===== src/rtl/async_serial_defs.vh =====
/*
  Constants for the asynchronous serial port: register offsets, mode
  and status bit positions, parity codes and sampling ratio.
  Assumes inclusion by bare name from the design files.
*/
`ifndef ASYNC_SERIAL_DEFS_VH
`define ASYNC_SERIAL_DEFS_VH

// register offsets on the plain register port
`define ADDR_MODE        4'h0
`define ADDR_STATUS      4'h1
`define ADDR_RXBUF       4'h2
`define ADDR_RXBUF_LOW   4'h3
`define ADDR_TXSHIFT     4'h4
`define ADDR_TXSHIFT_LOW 4'h5

// mode register fields
`define MODE_RESET       8'h00
`define MODE_RX_ENABLE   7
`define MODE_PAR_HI      6
`define MODE_PAR_LO      5
`define MODE_NINTH       4
`define MODE_CHAR_LEN    2
`define MODE_STOP_LEN    1
`define MODE_CLK_SEL     0

// parity codes
`define PAR_NONE         2'h0
`define PAR_ZERO         2'h1
`define PAR_ODD          2'h2
`define PAR_EVEN         2'h3

// character lengths in data bits
`define CHAR_7           4'h7
`define CHAR_8           4'h8
`define CHAR_9           4'h9

// data bits counted by the parity sum; the ninth bit never counts
`define PAR_MASK_7       9'h07F
`define PAR_MASK_8       9'h0FF

// status register fields
`define STAT_TX_ACTIVE   7
`define STAT_PARITY      2
`define STAT_FRAMING     1
`define STAT_LOST        0

// oversampling ratio and half point
`define OVERSAMPLE       5'h10
`define SAMPLE_MID       4'h7
`define SAMPLE_LAST      4'hF

`endif


===== src/rtl/async_serial_port.v =====
/*
  Full-duplex asynchronous serial port: mode and status registers,
  9-bit receive buffer, 9-bit transmit shifter, 16x oversampled
  transmitter and receiver, three interrupt request pulses.
  Assumes rx_line is already synchronous to clk and the register port
  obeys one-cycle strobes with read data valid the cycle after.
*/
// Local design decisions: the strobed register port and the register offsets.
//
// Function
// - write to idle shifter starts a frame
// - transmit done request after whole frame
// - frame gets start and stop bits, and a parity bit unless parity is none
// - one or two stop bits
// - unused receive buffer bits read zero
// - sixteen-bit and low-byte aliases for both
// - enabled receiver copies frame to buffer
// - receive done with buffer load
// - errors set matching status flags
// - error flags clear on read or next
// - transmit flag high during transmission
// - disabled receiver ignores line, keeps buffer
// - enabled receiver starts on start bit
// - parity select encoding 00/01/10/11
// - even parity generation and check
// - odd parity generation and check
// - zero parity sends 0, never errors
// - no parity: no bit, no error
// - ninth bit only without parity
// - char length seven or eight bits
// - sample at sixteen times bit rate
// - missing stop bit is framing error
// - unread buffer overwritten, overrun flagged
`timescale 1ns/1ps
`include "async_serial_defs.vh"

module async_serial_port (
  // clock and reset
  input  wire        clk,
  input  wire        rst_n,
  // register port
  input  wire [3:0]  reg_addr,
  input  wire [15:0] reg_wdata,
  input  wire        reg_wr,
  input  wire        reg_rd,
  output reg  [15:0] reg_rdata,
  // external baud generator tick
  input  wire        baud_tick,
  // serial pins
  output reg         tx_line,
  input  wire        rx_line,
  // interrupt requests
  output reg         rx_done_irq,
  output reg         tx_done_irq,
  output reg         rx_error_irq
);

  localparam TX_IDLE  = 3'h0;
  localparam TX_START = 3'h1;
  localparam TX_DATA  = 3'h2;
  localparam TX_PAR   = 3'h3;
  localparam TX_STOP  = 3'h4;

  localparam RX_IDLE  = 3'h0;
  localparam RX_START = 3'h1;
  localparam RX_DATA  = 3'h2;
  localparam RX_PAR   = 3'h3;
  localparam RX_STOP  = 3'h4;

  reg  [7:0] uart_mode_reg;
  reg  [8:0] rx_buffer;
  reg        parity_error_flag;
  reg        framing_error_flag;
  reg        rx_lost_flag;
  reg        tx_active_flag;
  reg        buf_unread_q;
  wire       tick;

  wire       rx_enable        = uart_mode_reg[`MODE_RX_ENABLE];
  wire [1:0] parity_select    = uart_mode_reg[`MODE_PAR_HI:`MODE_PAR_LO];
  wire       ninth_bit_enable = uart_mode_reg[`MODE_NINTH];
  wire       char_length      = uart_mode_reg[`MODE_CHAR_LEN];
  wire       two_stop         = uart_mode_reg[`MODE_STOP_LEN];

  // data bits per character
  wire       use_ninth = ninth_bit_enable && (parity_select == `PAR_NONE);
  wire [3:0] nbits     = use_ninth ? `CHAR_9 : (char_length ? `CHAR_8 : `CHAR_7);
  wire       has_par   = (parity_select != `PAR_NONE);

  serial_tick_gen u_tick (
    .clk          (clk),
    .rst_n        (rst_n),
    .half_clk_sel (uart_mode_reg[`MODE_CLK_SEL]),
    .baud_tick    (baud_tick),
    .tick         (tick)
  );

  // register access decode
  wire wr_mode = reg_wr && (reg_addr == `ADDR_MODE);
  wire wr_tx   = reg_wr && ((reg_addr == `ADDR_TXSHIFT) ||
                            (reg_addr == `ADDR_TXSHIFT_LOW));
  wire rd_buf  = reg_rd && ((reg_addr == `ADDR_RXBUF) ||
                            (reg_addr == `ADDR_RXBUF_LOW));
  // low-byte alias leaves the ninth bit at zero
  wire [8:0] tx_wr_val = (reg_addr == `ADDR_TXSHIFT) ? reg_wdata[8:0]
                                                     : {1'b0, reg_wdata[7:0]};

  // parity covers seven or eight data bits, never the ninth
  wire [8:0] par_mask = char_length ? `PAR_MASK_8 : `PAR_MASK_7;
  wire       wr_ones  = ^(tx_wr_val & par_mask);
  reg        tx_par_d;

  always @* begin
    case (parity_select)
      `PAR_ODD:  tx_par_d = ~wr_ones;
      `PAR_EVEN: tx_par_d = wr_ones;
      default:   tx_par_d = 1'b0;
    endcase
  end

  always @(posedge clk or negedge rst_n) begin
    if (!rst_n) begin
      uart_mode_reg <= `MODE_RESET;
    end else if (wr_mode) begin
      uart_mode_reg <= reg_wdata[7:0];
    end
  end

  // status byte: transmit flag on top, error flags at the bottom
  reg [7:0] status_byte;
  always @* begin
    status_byte                  = 8'h00;
    status_byte[`STAT_TX_ACTIVE] = tx_active_flag;
    status_byte[`STAT_PARITY]    = parity_error_flag;
    status_byte[`STAT_FRAMING]   = framing_error_flag;
    status_byte[`STAT_LOST]      = rx_lost_flag;
  end

  // read data stand one cycle only and are zero otherwise, so slaves can be ORed
  reg [15:0] rdata_d;
  always @* begin
    rdata_d = 16'h0000;
    if (reg_rd) begin
      case (reg_addr)
        `ADDR_MODE:      rdata_d = {8'h00, uart_mode_reg};
        `ADDR_STATUS:    rdata_d = {8'h00, status_byte};
        `ADDR_RXBUF:     rdata_d = {7'h00, rx_buffer};
        `ADDR_RXBUF_LOW: rdata_d = {8'h00, rx_buffer[7:0]};
        default:         rdata_d = 16'h0000;
      endcase
    end
  end

  always @(posedge clk or negedge rst_n) begin
    if (!rst_n) begin
      reg_rdata <= 16'h0000;
    end else begin
      reg_rdata <= rdata_d;
    end
  end

  // transmitter
  reg [2:0] tx_state_q;
  reg [3:0] tx_phase_q;
  reg [3:0] tx_bit_q;
  reg [8:0] tx_shifter;
  reg       tx_par_q;

  // final data bit of the character being sent
  wire      tx_last_bit = (tx_bit_q == nbits - 4'h1);

  always @(posedge clk or negedge rst_n) begin
    if (!rst_n) begin
      tx_state_q     <= TX_IDLE;
      tx_phase_q     <= 4'h0;
      tx_bit_q       <= 4'h0;
      tx_shifter     <= 9'h000;
      tx_par_q       <= 1'b0;
      tx_line        <= 1'b1;
      tx_active_flag <= 1'b0;
      tx_done_irq    <= 1'b0;
    end else begin
      tx_done_irq <= 1'b0;
      // writes during a frame are dropped; software waits for the flag
      if (wr_tx && (tx_state_q == TX_IDLE)) begin
        tx_shifter     <= tx_wr_val;
        tx_state_q     <= TX_START;
        tx_phase_q     <= 4'h0;
        tx_active_flag <= 1'b1;
        tx_line        <= 1'b0;
        tx_par_q       <= tx_par_d;
      end else if (tick && (tx_state_q != TX_IDLE)) begin
        tx_phase_q <= tx_phase_q + 4'h1;
        if (tx_phase_q == `SAMPLE_LAST) begin
          case (tx_state_q)
            TX_START: begin
              tx_state_q <= TX_DATA;
              tx_bit_q   <= 4'h0;
              tx_line    <= tx_shifter[0];
            end
            TX_DATA: begin
              if (tx_last_bit) begin
                tx_state_q <= has_par ? TX_PAR : TX_STOP;
                tx_line    <= has_par ? tx_par_q : 1'b1;
                tx_bit_q   <= 4'h0;
              end else begin
                tx_bit_q   <= tx_bit_q + 4'h1;
                tx_shifter <= {1'b0, tx_shifter[8:1]};
                tx_line    <= tx_shifter[1];
              end
            end
            TX_PAR: begin
              tx_state_q <= TX_STOP;
              tx_bit_q   <= 4'h0;
              tx_line    <= 1'b1;
            end
            TX_STOP: begin
              if (two_stop && (tx_bit_q == 4'h0)) begin
                tx_bit_q <= 4'h1;
              end else begin
                tx_state_q     <= TX_IDLE;
                tx_active_flag <= 1'b0;
                tx_done_irq    <= 1'b1;
              end
            end
            default: tx_state_q <= TX_IDLE;
          endcase
        end
      end
    end
  end

  // receiver
  reg [2:0] rx_state_q;
  reg [3:0] rx_phase_q;
  reg [3:0] rx_bit_q;
  reg [8:0] rx_shift_q;
  reg       rx_ones_q;

  // final data bit of the character being received
  wire      rx_last_bit = (rx_bit_q == nbits - 4'h1);

  wire mid = tick && (rx_phase_q == `SAMPLE_MID);
  wire par_bad = ((parity_select == `PAR_EVEN) && (rx_ones_q ^ rx_line)) ||
                 ((parity_select == `PAR_ODD) && !(rx_ones_q ^ rx_line));
  reg  par_err_q;

  // error picture of the frame completing now; a same-cycle buffer read counts, so no overrun
  wire stop_bad = !rx_line;
  wire lost_now = buf_unread_q && !rd_buf;
  wire any_err  = par_err_q || stop_bad || lost_now;

  // frame completion flags, built in the stop state
  reg       done_d;
  reg [8:0] word_d;
  always @* begin
    done_d = 1'b0;
    word_d = rx_shift_q >> (`CHAR_9 - nbits);
    if ((rx_state_q == RX_STOP) && mid) begin
      done_d = 1'b1;
    end
  end

  always @(posedge clk or negedge rst_n) begin
    if (!rst_n) begin
      rx_state_q         <= RX_IDLE;
      rx_phase_q         <= 4'h0;
      rx_bit_q           <= 4'h0;
      rx_shift_q         <= 9'h000;
      rx_ones_q          <= 1'b0;
      par_err_q          <= 1'b0;
      rx_buffer          <= 9'h000;
      buf_unread_q       <= 1'b0;
      parity_error_flag  <= 1'b0;
      framing_error_flag <= 1'b0;
      rx_lost_flag       <= 1'b0;
      rx_done_irq        <= 1'b0;
      rx_error_irq       <= 1'b0;
    end else begin
      rx_done_irq  <= 1'b0;
      rx_error_irq <= 1'b0;
      if (rd_buf) begin
        parity_error_flag  <= 1'b0;
        framing_error_flag <= 1'b0;
        rx_lost_flag       <= 1'b0;
        buf_unread_q       <= 1'b0;
      end
      if (!rx_enable) begin
        rx_state_q <= RX_IDLE;
      end else begin
        if (tick) begin
          rx_phase_q <= rx_phase_q + 4'h1;
        end
        case (rx_state_q)
          RX_IDLE: begin
            if (!rx_line) begin
              rx_state_q <= RX_START;
              rx_phase_q <= 4'h0;
            end
          end
          RX_START: begin
            if (mid) begin
              // glitch shorter than half a bit is not a start
              rx_state_q <= rx_line ? RX_IDLE : RX_DATA;
              rx_bit_q   <= 4'h0;
              rx_ones_q  <= 1'b0;
            end
          end
          RX_DATA: begin
            if (mid) begin
              rx_shift_q <= {rx_line, rx_shift_q[8:1]};
              rx_ones_q  <= rx_ones_q ^ rx_line;
              rx_bit_q   <= rx_bit_q + 4'h1;
              if (rx_last_bit) begin
                rx_state_q <= has_par ? RX_PAR : RX_STOP;
              end
              par_err_q  <= 1'b0;
            end
          end
          RX_PAR: begin
            if (mid) begin
              par_err_q  <= par_bad;
              rx_state_q <= RX_STOP;
            end
          end
          RX_STOP: begin
            if (done_d) begin
              rx_state_q         <= RX_IDLE;
              rx_buffer          <= word_d;
              rx_done_irq        <= 1'b1;
              buf_unread_q       <= 1'b1;
              // new frame replaces flags; set wins over a same-cycle read
              parity_error_flag  <= par_err_q;
              framing_error_flag <= stop_bad;
              rx_lost_flag       <= lost_now;
              rx_error_irq       <= any_err;
            end
          end
          default: rx_state_q <= RX_IDLE;
        endcase
      end
    end
  end

endmodule


===== src/rtl/serial_tick_gen.v =====
/*
  Sixteen-times oversampling tick generator for the serial port.
  Assumes one synchronous clock; baud_tick is a one-cycle pulse from
  an outside baud generator when the half-clock source is not used.
*/
`timescale 1ns/1ps

module serial_tick_gen (
  // clock and reset
  input  wire clk,
  input  wire rst_n,
  // source selection
  input  wire half_clk_sel,
  input  wire baud_tick,
  // oversampling tick
  output wire tick
);

  reg toggle_q;

  // half clock rate: one tick every second cycle
  always @(posedge clk or negedge rst_n) begin
    if (!rst_n) begin
      toggle_q <= 1'b0;
    end else begin
      toggle_q <= ~toggle_q;
    end
  end

  assign tick = half_clk_sel ? toggle_q : baud_tick;

endmodule


===== config.mk =====
export PLATFORM = sky130hd
export DESIGN_NAME = async_serial_port
export DESIGN_NICKNAME = d
export VERILOG_FILES = /design/src/rtl/async_serial_port.v /design/src/rtl/serial_tick_gen.v
export VERILOG_INCLUDE_DIRS = /design/src /design/src/rtl
export SDC_FILE = /design/constraint.sdc
export NUM_CORES = 1
export LEC_CHECK = 0
export BUFFER_PORTS_ARGS = -buffer_cell sky130_fd_sc_hd__buf_2
export CORE_ASPECT_RATIO = 0.5
export CORE_MARGIN = 2
export CORE_UTILIZATION = 55
export CTS_BUF_LIST = sky130_fd_sc_hd__clkbuf_4
export CTS_CLUSTER_SIZE = 25
export DETAILED_ROUTE_END_ITERATION = 7
export PLACE_DENSITY_LB_ADDON = 0.1
export SYNTH_ARGS = -nofsm -noshare
export SYNTH_HDL_FRONTEND = slang
export SYNTH_SLANG_ARGS = --single-unit

===== constraint.sdc =====
create_clock -name clk -period 2.15 [get_ports clk]
set_input_delay 0.3225 -clock clk [delete_from_list [all_inputs] [get_ports clk]]
set_output_delay 0.3225 -clock clk [all_outputs]
set_load 0.03 [all_outputs]

Yosys cells after proc, flatten, opt, wreduce, memory -nomap -nowiden:

Index checks and enable logic that the tools add are counted.

* magnitude comparators: 0
* shift-type cells: 1
* $mul: 0
* equal/unequal tests: 33
* div/mod/pow operators: 0
* muxes and demuxes: 84
* add/subtract/negate cells: 6
* bitwise gates (word level): 5
* reduce and logical (&&, ||, !) cells: 47

Operators with widths (number)
* 9-bit 2-to-1 mux: 7
* 4-bit 2-to-1 mux: 11
* 1-bit 2-to-1 mux: 42
* 3-bit 2-to-1 mux: 13
* 9-bit case mux with 4 select lines: 1
* 3-bit != test (second input constant): 8
* 4-bit AND reduction: 5
* 4-bit by 1-bit adder with 4-bit output (second input constant): 4
* 3-bit case mux with 5 select lines: 1
* 2-bit nonzero test: 7
* 3-bit by 2-bit == test with 1-bit output (second input constant): 4
* 4-bit by 3-bit == test with 1-bit output (second input constant): 3
* 1-bit logical AND: 12
* 3-bit case mux with 4 select lines: 1
* 4-bit case mux with 3 select lines: 1
* 2-bit != test (second input constant): 5
* 9-bit by 8-bit AND with 9-bit output: 1
* 3-bit AND reduction: 3
* 9-bit XOR reduction: 1
* 9-bit by 4-bit >> shifter with 9-bit output: 1
* 4-bit by 2-bit == test with 1-bit output (second input constant): 2
* 4-bit == test: 2
* 4-bit zero test: 2
* 8-bit 2-to-1 mux: 1
* other kinds (23): 38

* bits in latches: 0
* memories kept: 0
* bits in writable memories: 0
* ROM bits: 0
* word-level logic and storage cells: 200
* register bits after elaboration: 86

Longest topological paths before layout:

* depth after elaboration: 10
* depth in mapped cells: 8
* gate-level depth less buffers: 7

Hierarchy:

From an unflattened synthesis, not the netlist that was laid out.

* cells, all modules: 425
* area, all modules: 4111.4 µm²

By module, submodules not included
* async_serial_port: area an instance 4067.7 µm², times used 1, cells an instance 422, seq. area each 1953.1 µm²
* serial_tick_gen: area an instance 43.8 µm², times used 1, cells an instance 3, seq. area each 25.0 µm²

Worst setup path before layout:

OpenSTA, ideal clock, no wires.

* path type: reg2reg
* start point: register uart_mode_reg[5]
* end point: register tx_shifter[1]
* buffers on the path: 2
* setup time: 0.126 ns
* path slack: 0.092 ns
* cell stages (with the launch flop): 8
* required time: 2.024 ns
* data arrival time: 1.932 ns
* path through: dfrtp_1 > buf_6 > or3b_1 > buf_2 > mux2i_2 > a21oi_1 > a21oi_1 > a221o_1

* cells in the longest elaborated chain, start to end: 7

RTL lines
* from (decl): RTL line async_serial_port.v:70 `reg [7:0] uart_mode_reg;`
* from (signal assigned): RTL line async_serial_port.v:123 `` uart_mode_reg <= `MODE_RESET; ``
* from (signal assigned): RTL line async_serial_port.v:125 `uart_mode_reg <= reg_wdata[7:0];`
* 2-bit zero test (no source line)
* 1-bit logical AND: RTL line async_serial_port.v:86 `` wire use_ninth = ninth_bit_enable && (parity_select == `PAR_NONE); ``
* 4-bit 2-to-1 mux: RTL line async_serial_port.v:87 `` wire [3:0] nbits = use_ninth ? `CHAR_9 : (char_length ? `CHAR_8 : `CHAR_7); ``
* 4-bit by 1-bit subtractor with 4-bit output: RTL line async_serial_port.v:170 `wire tx_last_bit = (tx_bit_q == nbits - 4'h1);`
* 4-bit == test: RTL line async_serial_port.v:170
* 2-bit by 1-bit != test with 1-bit output (no source line)
* 4-bit AND reduction (no source line)
* to (signal assigned): RTL line async_serial_port.v:186 `tx_shifter <= tx_wr_val;`
* to (signal assigned): RTL line async_serial_port.v:208 `tx_shifter <= {1'b0, tx_shifter[8:1]};`
* to (decl): RTL line async_serial_port.v:166 `reg [8:0] tx_shifter;`

Every way passes these cells.
A chain may end at the register's enable or synchronous reset.

Final worst setup path:

* start point: register uart_mode_reg[6]
* end point: register tx_shifter[6]

The elaborated chain is that of the path after synthesis.

==> results.json <==
{
  "cpMaxStageDelayCell": "or3b_4",
  "end_kind": "flop",
  "path_max_fanout": 10,
  "final-setup-viol-count": 0,
  "pin_count": 46,
  "path_clk_slew_ns": 0.13,
  "dp_hpwl_um": 6730,
  "muxShareOfSynthArea": 0.0842,
  "tritoncts": "done",
  "synth_seq_cells": 79,
  "synthToLayoutAreaGrowth_pct": 12.6,
  "power.share.clock": 0.234,
  "finalCriticalPeriod_ns": 2.03,
  "fin_worst_skew_ns": 0.0119,
  "p_int_mw": 2.79,
  "synth_area_um2": 4120,
  "dr.max_layer_used": "met4",
  "fin_util": 0.636,
  "drc": 0,
  "ys.flop_type": "dfrtp_1",
  "die_y_um": 65.2,
  "synth_edf_count": 0,
  "criticalPathCategory": "reg -> reg",
  "p_sw_frac": 0.358,
  "async_flop_share": 1.00,
  "clk_latency_ns": 0.45,
  "core_um2": 7290,
  "avgSynthCellArea_um2": 9.58,
  "vias": 3321,
  "drive_above_1_share": 0.218,
  "grt_max_degree": 49,
  "start_util": 0.564,
  "drt-wirelength-per-cell_um": 16.6,
  "synth-seq-area-share": 0.480,
  "gp_congestion": 0.885,
  "p_comb_frac": 0.310,
  "p_leak_nw": 2.13,
  "hold_path_class": "in -> reg",
  "hold_viol": 0,
  "numCtsBuffers": 9,
  "grt_overflow": 0,
  "total_power_mw": 4.34,
  "syn_inst": 430,
  "wl_met3_um": 343,
  "track_usage": 0.243,
  "cp-start-kind": "flop",
  "arrival_ns": 2.39,
  "max_stage_delay_ns": 0.45,
  "final_antenna_net_count": 0,
  "die_w_um": 126,
  "peakVddDrop_mv": 0.347,
  "slew_viol_final": 0,
  "maxCapViolations": 0,
  "cts_sinks": 79,
  "fmax_mhz": 492,
  "rsz0062_at_grt": "no",
  "wl_met1_um": 4730,
  "root_buffer": "clkbuf_4",
  "drtIter0Drc": 340,
  "synth_warnings": 0,
  "period_share": 0.945,
  "clockBufferDepth": 2,
  "crit_required_ns": 2.50,
  "post_cts_buffers": 0,
  "port_buffers": 31,
  "synth_top_family_by_area": "simple AND/OR/NAND/NOR gates",
  "p_per_area_nw_per_um2": 936,
  "seqPwrFrac": 0.457,
  "status": "finished, final reports clean",
  "yosys.area_share.simple": 0.187,
  "crit_chain": "or3b_4 > a221oi_4 > a21o_4 > nor2_2 > a221o_1",
  "grt_pass1_vias": 3167,
  "synthAdderAreaFrac": 0.0152,
  "synth-compound-area-share": 0.156,
  "grt_pass1_wl_um": 15600,
  "htree_num_levels": 3,
  "viasPerCell": 5.84,
  "first_pass_iters": 4,
  "switchingPower_mw": 1.55,
  "diodes": 0,
  "rows": 22,
  "tns_ns": 0,
  "wl_met2_um": 4220,
  "grt_antenna_before_repair": 0,
  "nets": 499,
  "drt-total-wl_um": 9450,
  "synth-xor-area-share": 0.0298,
  "ys_types": 58,
  "die-area_um2": 8240
}
worst paths after layout:
kind | start | end | slack [ns] | cells after the start
worst max register to register | uart_mode_reg[6]$_DFFE_PN0P_ | tx_shifter[6]$_DFFE_PN0P_ | 0.12 | 5
max in group asynchronous | rst_n | rx_buffer[7]$_DFFE_PN0P_ | 1.22 | 3
worst max-delay path | uart_mode_reg[6]$_DFFE_PN0P_ | tx_shifter[6]$_DFFE_PN0P_ | 0.12 | 5
min in group asynchronous | rst_n | tx_phase_q[3]$_DFFE_PN0P_ | 0.34 | 2
worst min register to register | u_tick.toggle_q$_DFF_PN0_ | u_tick.toggle_q$_DFF_PN0_ | 0.44 | 1
worst min-delay path | reg_wdata[8] | tx_shifter[8]$_DFFE_PN0P_ | 0.09 | 3
metrics by stage:
| stage | cell area [um2] | hold WS, ns | cells | setup WS, ns |
|---|---|---|---|---|
| 2_1_floorplan | 4140 | 0.0269 | 436 | 0.0918 |
| 3_3_place_gp | 4440 | 0.287 | 552 | 0.0462 |
| 3_5_place_dp | 4440 | 0.303 | 552 | 0.0535 |
| 4_1_cts | 4610 | 0.0771 | 569 | 0.00536 |
| 5_1_grt | 4640 | 0.0937 | 569 | 0.0219 |
| 6_report | 4640 | 0.0925 | 569 | 0.118 |
cells in the mapped netlist, types with 4 or more instances:
cell type | count | share of area
dfrtp_1 | 78 | 0.47
nand2_1 | 45 | 0.041
nor2_1 | 42 | 0.038
a21oi_1 | 36 | 0.044
o21ai_0 | 30 | 0.036
clkbuf_1 | 21 | 0.019
mux2_2 | 18 | 0.049
nand3_1 | 16 | 0.019
mux2i_1 | 13 | 0.032
a31oi_1 | 11 | 0.017
inv_1 | 8 | 0.0073
nor3_1 | 8 | 0.0097
xnor2_1 | 8 | 0.017
buf_4 | 7 | 0.013
and3_1 | 6 | 0.0091
xor2_1 | 6 | 0.013
ha_1 | 5 | 0.015
a221o_1 | 4 | 0.0097
nand2b_1 | 4 | 0.0061
nor3b_1 | 4 | 0.0073
nor4_1 | 4 | 0.0061
routing by layer:
layer  GRT usage  vias to the layer above
met2       0.368                       60
met4      0.0893                        0
li1            -                     1594
met1       0.346                     1649
met3      0.0554                       18
met5           0                        -
power groups by stage:
stage          Combinational [mW]  Clock (mW)  Sequential, mW
6_report                     1.34        1.01            1.98
5_1_grt                      1.50        1.09            2.01
4_1_cts                      1.33        1.03            1.97
3_5_place_dp                 1.32           0            2.00
3_3_place_gp                 1.27           0            1.98
2_1_floorplan               0.977           0            1.93
layout make-up:
class / instances / area, um2
Fill cell: 619 / 2660
Multi-Input combinational cell: 316 / 2000
Sequential cell: 79 / 1980
Timing Repair Buffer: 54 / 345
Tap cell: 96 / 120
Clock inverter: 6 / 85.1
Clock buffer: 10 / 75.1
Inverter: 8 / 30.0
cells by family after synthesis:
group	Yosys count
compound gates	103
xor+xnor	14
fa+ha+maj	5
buf+inv	41
flops	79
mux	32
other cells	1
simple gates	155
critical path: cells and delay by family, from the launching register on:
family	cells	cell delay [ns]
AO/OA/AOI/OAI	3	0.99
AND/OR/NAND/NOR	2	0.53
flip-flops	1	0.41
cells in the final DEF, fill, tap and decap left out, types with 2 or more instances in the layout:
master / synthesis / layout
a211o_1: 3 / 3
a211oi_1: 2 / 2
a21oi_1: 36 / 36
a221o_1: 4 / 4
a22o_1: 2 / 2
a22oi_1: 2 / 2
a31oi_1: 11 / 10
and3_1: 6 / 6
buf_2: 3 / 30
buf_4: 7 / 22
bufinv_16: 0 / 2
clkbuf_4: 0 / 10
conb_1: 1 / 7
dfrtp_1: 78 / 78
ha_1: 5 / 5
inv_1: 8 / 8
mux2_2: 18 / 18
mux2i_1: 13 / 13
nand2_1: 45 / 45
nand2b_1: 4 / 4
nand3_1: 16 / 16
nand4_1: 2 / 2
nor2_1: 42 / 42
nor2b_1: 3 / 3
nor3_1: 8 / 8
nor3b_1: 4 / 4
nor4_1: 4 / 3
nor4b_1: 3 / 2
o21ai_0: 30 / 30
o31ai_1: 2 / 2
or2_2: 3 / 3
or3_1: 3 / 3
xnor2_1: 8 / 8
xor2_1: 6 / 6
repair_timing:
action / CTS / global route
endpoints found under the setup margin: 0 / 6
hold endpoints to repair: 30 / 0
resized for setup: 0 / 5
hold buffers: 1 / 0
No activity file was read; power rests on OpenSTA's default activity.
